--- config.mk ---
export PLATFORM = sky130hd
export DESIGN_NAME = led_pwm_channel_core
export DESIGN_NICKNAME = d
export VERILOG_FILES = /design/src/rtl/led_pwm_pkg.sv /design/src/rtl/pwm_ctl_if.sv /design/src/rtl/led_output_stage.sv /design/src/rtl/led_pwm_channel_core.sv
export SDC_FILE = /design/constraint.sdc
export NUM_CORES = 1
export LEC_CHECK = 0
export ABC_AREA = 1
export BUFFER_PORTS_ARGS = -buffer_cell sky130_fd_sc_hd__buf_2
export CAP_MARGIN = 10
export CORE_ASPECT_RATIO = 0.9
export CORE_MARGIN = 2
export CORE_UTILIZATION = 57
export DETAILED_ROUTE_END_ITERATION = 16
export PLACE_DENSITY = 0.76
export SYNTH_ARGS = -nofsm -noshare
export SYNTH_HDL_FRONTEND = slang
export SYNTH_SLANG_ARGS = --single-unit
--- constraint.sdc ---
create_clock -name clk -period 1.5 [get_ports clk]
set_input_delay 0.15 -clock clk [delete_from_list [all_inputs] [get_ports clk]]
set_output_delay 0.15 -clock clk [all_outputs]
set_load 0.01 [all_outputs]
--- src/rtl/led_pwm_pkg.sv ---
//------------------------------------------------------------
// Constants of the LED PWM channel core
//------------------------------------------------------------
// How it works
// (RL1) Any write to reset trigger restores defaults
// (RL2) Power-up loads defaults, display stays blank
// (RL3) Eighteen 8-bit duty registers, consecutive addresses
// (RL4) Duty is plain binary count of slots
// (RL5) Shutdown keeps every register value intact
// (RL6) Run bit cleared enters software shutdown
// (RL7) Low shutdown pin forces hardware shutdown
// (RL8) Host steps duty through gamma table
// (RL9) Host flashes or breathes by rewriting registers
// (RL10) Duty and enables staged until update write
// (RL11) Six enable bits per register, three registers
// (RL12) Shared counter below duty drives output
package led_pwm_pkg;

    localparam int          NUM_CH          = 18;
    localparam int          DUTY_W          = 8;
    localparam int          ADDR_W          = 8;
    localparam int          CH_PER_EN_REG   = 6;
    localparam int          RUN_BIT         = 0;

    // Register addresses
    localparam logic [7:0]  ADDR_SHUTDOWN   = 8'h00;
    localparam logic [7:0]  ADDR_DUTY_FIRST = 8'h01;
    localparam logic [7:0]  ADDR_DUTY_LAST  = 8'h12;
    localparam logic [7:0]  ADDR_EN_FIRST   = 8'h13;
    localparam logic [7:0]  ADDR_EN_LAST    = 8'h15;
    localparam logic [7:0]  ADDR_UPDATE     = 8'h16;
    localparam logic [7:0]  ADDR_RESET      = 8'h17;

    // Default values
    localparam logic [7:0]  DUTY_RST        = 8'h00;
    localparam logic [17:0] EN_RST          = 18'h00000;
    localparam logic        RUN_RST         = 1'b0;
    localparam logic [7:0]  CNT_RST         = 8'h00;
    localparam logic [7:0]  CNT_STEP        = 8'h01;

    // Channel index of a duty register address
    function automatic logic [4:0] duty_index(input logic [7:0] addr);
        logic [7:0] d;
        d = addr - ADDR_DUTY_FIRST;
        return d[4:0];
    endfunction : duty_index

    // First channel index covered by an enable register address
    function automatic logic [4:0] en_base(input logic [7:0] addr);
        logic [7:0] d;
        d = (addr - ADDR_EN_FIRST) * 8'h06;
        return d[4:0];
    endfunction : en_base

endpackage : led_pwm_pkg

--- src/rtl/pwm_ctl_if.sv ---
`timescale 1ns/1ns
// Applied channel settings passed from the register file to the output stage
interface pwm_ctl_if;
    logic [7:0]        cnt;
    logic [17:0][7:0]  duty;
    logic [17:0]       en;
    logic              off;

    modport src (output cnt, output duty, output en, output off);
    modport dst (input cnt, input duty, input en, input off);
endinterface : pwm_ctl_if
--- src/rtl/led_output_stage.sv ---
`timescale 1ns/1ns
module led_output_stage (
    // Clock and reset
    input  wire logic           clk,
    input  wire logic           rst_b,
    // Applied settings
    pwm_ctl_if.dst              ctl,
    // Channel drive
    output      logic [17:0]    led_out
);

    logic [17:0] out_ff;
    logic [17:0] nxt_out;

    //------------------------------------------------------------
    // Per-channel comparators
    //------------------------------------------------------------
    // A duty of 0 never lights and 255 lights 255 of 256 slots
    for (genvar i = 0; i < led_pwm_pkg::NUM_CH; i++) begin : g_ch
        assign nxt_out[i] = (ctl.cnt < ctl.duty[i]) && ctl.en[i] && !ctl.off; // RL12 RL4 RL11
    end

    // Outputs registered so the pins never glitch on the compare
    always_ff @(posedge clk or negedge rst_b) begin
        if (!rst_b) begin
            out_ff <= 18'h00000;
        end else begin
            out_ff <= nxt_out;
        end
    end

    assign led_out = out_ff;
endmodule : led_output_stage

--- src/rtl/led_pwm_channel_core.sv ---
`timescale 1ns/1ns
module led_pwm_channel_core (
    // Clock and reset
    input  wire logic           clk,
    input  wire logic           rst_b,
    // Register write port from the serial front end
    input  wire logic           wr_en,
    input  wire logic [7:0]     wr_addr,
    input  wire logic [7:0]     wr_data,
    // Shutdown pin
    input  wire logic           hw_shutdown_pin_n,
    // Channel drive and status
    output      logic [17:0]    led_channel_outputs,
    output      logic           shutdown_active
);

    pwm_ctl_if ctl ();

    logic              soft_run_ff,   nxt_soft_run;
    logic [17:0][7:0]  stage_duty_ff, nxt_stage_duty;
    logic [17:0]       stage_en_ff,   nxt_stage_en;
    logic [17:0][7:0]  duty_ff,       nxt_duty;
    logic [17:0]       en_ff,         nxt_en;
    logic [7:0]        cnt_ff,        nxt_cnt;
    logic              shutdown_ff,   nxt_shutdown;
    logic              sd_meta_ff;
    logic              sd_sync_ff;
    logic              first_ff;

    //------------------------------------------------------------
    // Register file
    //------------------------------------------------------------
    // Next values of staging, applied and shutdown state
    always_comb begin
        logic [4:0] base;
        base           = led_pwm_pkg::en_base(wr_addr);
        nxt_soft_run   = soft_run_ff;
        nxt_stage_duty = stage_duty_ff;
        nxt_stage_en   = stage_en_ff;
        nxt_duty       = duty_ff;
        nxt_en         = en_ff;
        // Writes land even in shutdown; shutdown only gates the drive
        if (wr_en) begin
            if (wr_addr == led_pwm_pkg::ADDR_RESET) begin
                // Data byte is ignored
                nxt_soft_run   = led_pwm_pkg::RUN_RST; // RL1
                nxt_stage_duty = {18{led_pwm_pkg::DUTY_RST}}; // RL1
                nxt_stage_en   = led_pwm_pkg::EN_RST; // RL1
                nxt_duty       = {18{led_pwm_pkg::DUTY_RST}}; // RL1
                nxt_en         = led_pwm_pkg::EN_RST; // RL1
            end else if (wr_addr == led_pwm_pkg::ADDR_UPDATE) begin
                nxt_duty = stage_duty_ff; // RL10
                nxt_en   = stage_en_ff; // RL10
            end else if (wr_addr == led_pwm_pkg::ADDR_SHUTDOWN) begin
                nxt_soft_run = wr_data[led_pwm_pkg::RUN_BIT]; // RL6
            end else if (wr_addr >= led_pwm_pkg::ADDR_DUTY_FIRST &&
                         wr_addr <= led_pwm_pkg::ADDR_DUTY_LAST) begin
                nxt_stage_duty[led_pwm_pkg::duty_index(wr_addr)] = wr_data; // RL3 RL10
            end else if (wr_addr >= led_pwm_pkg::ADDR_EN_FIRST &&
                         wr_addr <= led_pwm_pkg::ADDR_EN_LAST) begin
                // Bits 7:6 are reserved and dropped
                for (int k = 0; k < led_pwm_pkg::CH_PER_EN_REG; k++) begin
                    nxt_stage_en[base + 5'(k)] = wr_data[k]; // RL11
                end
            end
            // Unmapped addresses are ignored
        end
    end

    // Power-up loads the defaults: run bit clear, so display blank
    always_ff @(posedge clk or negedge rst_b) begin
        if (!rst_b) begin
            soft_run_ff   <= led_pwm_pkg::RUN_RST; // RL2
            stage_duty_ff <= {18{led_pwm_pkg::DUTY_RST}};
            stage_en_ff   <= led_pwm_pkg::EN_RST;
            duty_ff       <= {18{led_pwm_pkg::DUTY_RST}}; // RL2
            en_ff         <= led_pwm_pkg::EN_RST;
        end else begin
            soft_run_ff   <= nxt_soft_run;
            stage_duty_ff <= nxt_stage_duty;
            stage_en_ff   <= nxt_stage_en;
            duty_ff       <= nxt_duty;
            en_ff         <= nxt_en;
        end
    end

    //------------------------------------------------------------
    // Shutdown pin synchroniser
    //------------------------------------------------------------
    // Pin is asynchronous; resets to low so the core starts dark
    always_ff @(posedge clk or negedge rst_b) begin
        if (!rst_b) begin
            sd_meta_ff <= 1'b0;
            sd_sync_ff <= 1'b0;
        end else begin
            sd_meta_ff <= hw_shutdown_pin_n;
            sd_sync_ff <= sd_meta_ff;
        end
    end

    //------------------------------------------------------------
    // Slot counter and shutdown state
    //------------------------------------------------------------
    // Counter runs on in shutdown; no phase to resume from
    always_comb begin
        nxt_cnt      = cnt_ff + led_pwm_pkg::CNT_STEP; // RL12
        nxt_shutdown = !soft_run_ff || !sd_sync_ff; // RL6 RL7
    end

    always_ff @(posedge clk or negedge rst_b) begin
        if (!rst_b) begin
            cnt_ff      <= led_pwm_pkg::CNT_RST;
            shutdown_ff <= 1'b1;
            first_ff    <= 1'b1;
        end else begin
            cnt_ff      <= nxt_cnt;
            shutdown_ff <= nxt_shutdown;
            first_ff    <= 1'b0;
        end
    end

    //------------------------------------------------------------
    // Output stage
    //------------------------------------------------------------
    assign ctl.cnt  = cnt_ff;
    assign ctl.duty = duty_ff;
    assign ctl.en   = en_ff;
    assign ctl.off  = shutdown_ff; // RL5

    led_output_stage u_stage (
        .clk     (clk),
        .rst_b   (rst_b),
        .ctl     (ctl.dst),
        .led_out (led_channel_outputs)
    );

    assign shutdown_active = shutdown_ff;
endmodule : led_pwm_channel_core

**After elaboration in Yosys (flattened, before gate mapping)**

Cells that the tools add are included.

- Eq/ne operators: 5
- Add/sub/neg operators: 8
- Reduce and logical (&&, ||, !) cells: 58
- $lt $le $gt $ge: 36
- $mul: 1
- Mux-type cells: 37

Operator list:

| operator | number |
|---|---|
| $mux W144 | 6 |
| $bwmux W144 | 1 |
| $lt A8 B8 Y1 | 18 |
| $mux W18 | 7 |
| $bwmux W18 | 6 |
| $logic_and A1 B1 Y1 | 45 |
| $lt A5 B6 Y1 const B | 7 |
| $demux W8 S5 | 1 |
| $ge A5 B1 Y1 const B | 7 |
| $demux W1 S5 | 5 |
| $eq A8 B5 Y1 const B | 2 |
| $le A8 B5 Y1 const B | 2 |
| $add A5 B2 Y5 const B | 2 |
| $add A5 B3 Y5 const B | 2 |
| $mux W1 | 9 |
| $add A8 B1 Y8 const B | 1 |
| $ge A8 B1 Y1 const B | 1 |
| $ge A8 B5 Y1 const B | 1 |
| $logic_not A8 Y1 | 1 |
| $mul A8 B2 Y4 const B | 1 |
| $mux W8 | 1 |
| $reduce_bool A2 Y1 | 4 |
| $sub A8 B5 Y8 const B | 1 |
| $ne A2 B2 Y1 const B | 3 |
| 9 further kinds | 11 |

- Bits in registers: 354
- Input port bits: 20
- Logic and storage cells: 189

**Depth between registers and ports, before layout**

- Depth in word-level cells: 17
- Mapped depth: 21
- Mapped depth without buffers: 20

**Cells and area by module**

Synthesis repeated with hierarchy kept, for this count alone.

- Cells, all modules: 2,055
- Area total of the unflattened synthesis: 18,531.5 um^2

By module, submodules not included:

| module | times used | area an instance (um^2) | cells each |
|---|---|---|---|
| led_pwm_channel_core | 1 | 14,609.0 | 1,457 |
| led_output_stage | 1 | 3,922.5 | 598 |

**Worst setup path after synthesis**

Ideal clock, no wire load.

- Path type: input -> register
- Start: input port wr_addr[1]
- End: register stage_en_ff[12]
- Library setup time: 123 ps
- Stages: 14
- Required time: 1,377 ps
- Data arrival time: 2,318 ps
- Path buffers: 1
- Slack: -940 ps
- Path through: inv_1 ha_1 fa_1 ha_1 inv_1 nor2_1 inv_1 nand3_1 nand2_4 buf_6 nand3_2 nand3_1 nand2_1 o21ai_1

- Word-level cells in the longest chain between the ends: 17
- Elaborated cells on any way between the ends: 62
- Classes of those cells: add/sub (6); mul (1); order compare (16); eq/ne (5); mux (23); reduce/logical (11)

Ends and longest elaborated chain:

| element | RTL line | RTL |
|---|---|---|
| start, declared | led_pwm_channel_core.sv:8 | `input wire logic [7:0] wr_addr,` |
| $sub A8 B5 Y8 | led_pwm_pkg.sv:51 | `d = (addr - ADDR_EN_FIRST) * 8'h06;` |
| $mul A8 B2 Y4 | led_pwm_pkg.sv:51 |  |
| $add A5 B1 Y5 (tied with other cells) | led_pwm_channel_core.sv:63 | `nxt_stage_en[base + 5'(k)] = wr_data[k];` |
| $lt A5 B6 Y1 (not written as such) (tied with other cells) | led_pwm_channel_core.sv:63 |  |
| $logic_and A1 B1 Y1 (not written as such) or $mux W1 (tied branches) | led_pwm_channel_core.sv:63 |  |
| $mux W1 (not written as such) or $demux W1 S4 (tied branches) | led_pwm_channel_core.sv:63 |  |
| $demux W1 S5 or $bwmux W18 (tied branches) | led_pwm_channel_core.sv:63 |  |
| $bwmux W18 (5 in series) | led_pwm_channel_core.sv:63 |  |
| $mux W18 | led_pwm_channel_core.sv:59 | `end else if (wr_addr >= led_pwm_pkg::ADDR_EN_FIRST &&` |
| $mux W18 | led_pwm_channel_core.sv:56 | `end else if (wr_addr >= led_pwm_pkg::ADDR_DUTY_FIRST &&` |
| $mux W18 | led_pwm_channel_core.sv:54 | `end else if (wr_addr == led_pwm_pkg::ADDR_SHUTDOWN) begin` |
| $mux W18 | led_pwm_channel_core.sv:51 | `end else if (wr_addr == led_pwm_pkg::ADDR_UPDATE) begin` |
| $mux W18 | led_pwm_channel_core.sv:44 | `if (wr_addr == led_pwm_pkg::ADDR_RESET) begin` |
| end signal, assigned | led_pwm_channel_core.sv:75 | `stage_en_ff <= led_pwm_pkg::EN_RST;` |
| end signal, assigned | led_pwm_channel_core.sv:81 | `stage_en_ff <= nxt_stage_en;` |
| end, declared | led_pwm_channel_core.sv:21 | `logic [17:0] stage_en_ff, nxt_stage_en;` |

Parallel ways exist; a longest one is shown, timed or not. The select of a mux whose other input is x is not followed.
A chain may end at the register's enable or synchronous reset.

**Final worst setup path**

- Start: input port wr_addr[1]
- End: register stage_en_ff[17]

- Word-level cells in the longest chain between the ends: 17
- Elaborated cells on any way between the ends: 56
- Classes of those cells: add/sub (6); mul (1); order compare (14); eq/ne (5); mux (20); reduce/logical (10)

Ends and longest elaborated chain:

| element | RTL line |
|---|---|
| $sub A8 B5 Y8 | led_pwm_pkg.sv:51 |
| $mul A8 B2 Y4 | led_pwm_pkg.sv:51 |
| $add A5 B1 Y5 | led_pwm_channel_core.sv:63 |
| $lt A5 B6 Y1 (not written as such) or $ge A5 B1 Y1 (tied branches) | led_pwm_channel_core.sv:63 |
| $logic_and A1 B1 Y1 (not written as such) | led_pwm_channel_core.sv:63 |
| $mux W1 (not written as such) | led_pwm_channel_core.sv:63 |
| $demux W1 S5 | led_pwm_channel_core.sv:63 |
| $bwmux W18 (5 in series) | led_pwm_channel_core.sv:63 |
| $mux W18 | led_pwm_channel_core.sv:59 |
| $mux W18 | led_pwm_channel_core.sv:56 |
| $mux W18 | led_pwm_channel_core.sv:54 |
| $mux W18 | led_pwm_channel_core.sv:51 |
| $mux W18 | led_pwm_channel_core.sv:44 |

Parallel ways exist; a longest one is shown, timed or not. The select of a mux whose other input is x is not followed.

==> results.py <==
metrics = {
    "run_status": {
        "status": "finished, violations left",
        "violations": "negative setup slack",
    },
    "critical_path": {
        "timing.rr.end": "u_stage.led_out[0]",
        "cp_top_family": "simple AND/OR/NAND/NOR gates",
        "critPathCaptureType": "flop",
        "reg2reg_slack_ns": -0.33,
        "cp_common_cell": "nand2_2",
        "crit_chain": "buf_8, clkinvlp_4, ha_4, fa_2, nand2_2, inv_2, nor2_2, nand2_2, nand2_2, nand2_4, buf_6, nand3_4, nand3_1, nor2_1, o21ai_0, o21ai_0",
        "rr_startpoint": "cnt_ff[1]",
        "path_buf_inv": 4,
        "slowest_stage": "fa_2",
        "worstPathArrival_ns": 2.42,
        "required_ns": 1.93,
        "path_class": "in2reg",
        "slowest_delay_ns": 0.39,
        "worstPathMaxFanout": 5,
        "r2r_cells": 8,
        "critical_path_depth": 16,
        "start_kind": "input pin",
    },
    "final_layout": {
        "mostFrequentLayoutCells": "dfrtp_1 (352), inv_1 (313), nand3_1 (169)",
        "drive_above_1_share": 0.271,
        "fillers": 1882,
        "multi_input_area_um2": 8850,
        "layout_commonest_cell": "dfrtp_1",
        "diodes": 0,
        "fin_nets": 2235,
        "syn_to_final_growth_pct": 29.1,
        "regArea_um2": 8860,
    },
    "yosys": {
        "postSynthNetCount": 2054,
        "ys_warn_count": 0,
        "synth.distinct_cells": 48,
        "syn_inst": 1897,
        "postSynth.asyncResetShare": 1.00,
        "synth-main-ff-cell": "dfrtp_1",
        "seq_area_frac_synth": 0.495,
        "ys_ff_latch": 354,
        "syn_area_um2": 17900,
        "synth_edf_count": 0,
        "syn_area_per_cell_um2": 9.44,
    },
    "min_path": {
        "min_path_type": "in2reg",
        "hp-start": "wr_en",
        "whs_endpoint": "soft_run_ff",
        "holdPathStages": 3,
    },
    "die": {
        "die_x_um": 191,
        "coreArea_um2": 30900,
        "die_area_um2": 32800,
        "start_util": 0.579,
        "pin_count": 39,
        "fp-row-count": 61,
        "die_height_um": 172,
    },
    "cts": {
        "clock-sinks": 354,
        "cts-htree-levels": 2,
        "clockBufferDepth": 3,
        "cts_made_buffers": 38,
        "cts_root_buf": "clkbuf_16",
        "clk_pin_slew_ns": 0.06,
        "cts_tree": "yes",
        "insertion_delay_ns": 0.54,
    },
    "placement": {
        "routabilityCongestion": 0.907,
        "hpwl_mm": 33.0,
        "place_ws_ns": -1.09,
        "io_buffers": 38,
    },
    "route": {
        "drt_first_pass_iters": 6,
        "detail_route.wl_per_cell_um": 21.7,
        "wirelength_mm": 54.5,
        "ant_nets": 0,
        "num_vias": 15600,
        "drt_iter0_markers": 1708,
        "vias_per_cell": 6.19,
        "drc_errors": 0,
    },
    "grt": {
        "grt_overflow": 0,
        "grt_pass1_vias": 15400,
        "grt_pass1_wl_mm": 81.8,
        "antenna_found_initial": 0,
        "grt_max_degree": 60,
        "grtUsageTotal": 0.319,
    },
    "power": {
        "leakage_nw": 11.3,
        "power.density_nw_per_um2": 1060,
        "ir_worst_vdd_v": 0.000864,
    },
    "sta": {
        "worst_hold_slack_ns": 0.0510,
        "skew_ns": 0.0247,
        "rsz0062_at_grt": "yes",
        "setup_viol": 190,
        "hold_viol_final": 0,
        "fmaxAchievable_mhz": 504,
        "slew_violations": 0,
        "max-slew-margin-rel": 0.617,
        "period_minus_slack_ns": 1.98,
        "period_share": 1.32,
        "tightest_slew_ns": 0.568,
        "setup_ws_ns": -0.484,
    },
    "job": {
        "max_cap_violations": 0,
    },
}
[Yosys cell counts (14+ instances only)]
| library cell | instances | area (um2) |
|---|---|---|
| nand4_1 | 30 | 188 |
| clkbuf_1 | 36 | 135 |
| nand3_1 | 189 | 946 |
| o21ai_0 | 174 | 871 |
| nand2_1 | 156 | 586 |
| nor2_1 | 50 | 188 |
| o31ai_1 | 19 | 143 |
| a21oi_4 | 16 | 260 |
| ha_1 | 136 | 1700 |
| nor4_1 | 18 | 113 |
| dfrtp_1 | 353 | 8830 |
| o211ai_1 | 18 | 135 |
| a21boi_0 | 18 | 135 |
| buf_1 | 14 | 52.6 |
| o21ai_1 | 15 | 75.1 |
| buf_2 | 21 | 105 |
| a21oi_1 | 76 | 380 |
| o22ai_1 | 142 | 888 |
| inv_1 | 319 | 1200 |
[worst register-to-register path, cell delays in order (launching register included)]
cell,delay (ns)
dfrtp_2,0.44
buf_12,0.15
buf_8,0.14
buf_12,0.13
ha_1,0.26
a21boi_1,0.13
o211ai_1,0.21
a21oi_2,0.10
nor4_2,0.18
[state kept, by name, indices dropped and copies added (netlist names)]
name,flops
stage_en_ff,18
ctl.duty,144
stage_duty_ff,144
sd_sync_ff,1
cnt_ff,8
u_stage.led_out,18
ctl.en,18
shutdown_active,1
soft_run_ff,1
sd_meta_ff,1
[stage by stage]
stage,power (W),cells,setup TNS [ns],util,area [um2]
4_1_cts,0.0241,2497,-16.41,0.709,21900
3_3_place_gp,0.0144,2414,-189.52,0.650,20100
6_report,0.0246,2515,-32.59,0.748,23100
2_1_floorplan,0.0133,1897,-98.09,-,18300
3_5_place_dp,0.0147,2414,-204.64,0.650,20100
5_1_grt,0.0256,2515,-43.92,0.748,23100
[power by group]
| group | internal [W] | leakage [nW] | total [W] | switching, W |
|---|---|---|---|---|
| sequential | 0.0106 | 3.61 | 0.0110 | 0.000412 |
| combinational | 0.00176 | 7.10 | 0.00432 | 0.00256 |
| clock | 0.00543 | 0.610 | 0.00931 | 0.00387 |
| total | 0.0177 | 11.3 | 0.0246 | 0.00685 |
[final cells by class]
type                       count  share of cell area
clock buffer                  59              0.0494
multi-input combinational   1127               0.383
inverter                     333              0.0556
tap                          409              0.0221
timing repair buffer         224               0.103
clock inverter                 9             0.00400
sequential                   354               0.383
[logic make-up after synthesis]
logic type	count (synthesis)	share of synthesized area
compound gates	487	0.166
xor+xnor	10	0.00699
fa+ha+maj	137	0.0962
buf+inv	418	0.0942
flops	354	0.495
simple gates	491	0.142
[what timing repair did]
action,4_1_cts,5_1_grt
setup endpoints to repair,181,247
gates cloned,3,1
pin swaps,34,47
setup buffers,12,18
endpoints found under the hold margin,354,0
gates resized for setup,100,183
hold buffers,2,0
[how the worst max path moves through the flow]
stage / end / start / slack, ns
2_1_floorplan: stage_en_ff[12] / wr_addr[1] / -0.72
6_report: stage_en_ff[17] / wr_addr[1] / -0.48
3_3_place_gp: stage_en_ff[0] / wr_addr[1] / -0.97
3_5_place_dp: stage_en_ff[7] / wr_addr[1] / -1.09
4_1_cts: stage_en_ff[13] / wr_addr[1] / -0.39
5_1_grt: stage_en_ff[17] / wr_addr[1] / -0.63
[routing by layer]
layer	vias to the layer above	share of wire	track usage
met3	232	0.086	0.0613
li1	6870	-	-
met4	0	0.052	0.142
met2	784	0.48	0.526
met5	-	0	0
met1	7687	0.38	0.411
No activity file was read; power rests on OpenSTA's default activity.
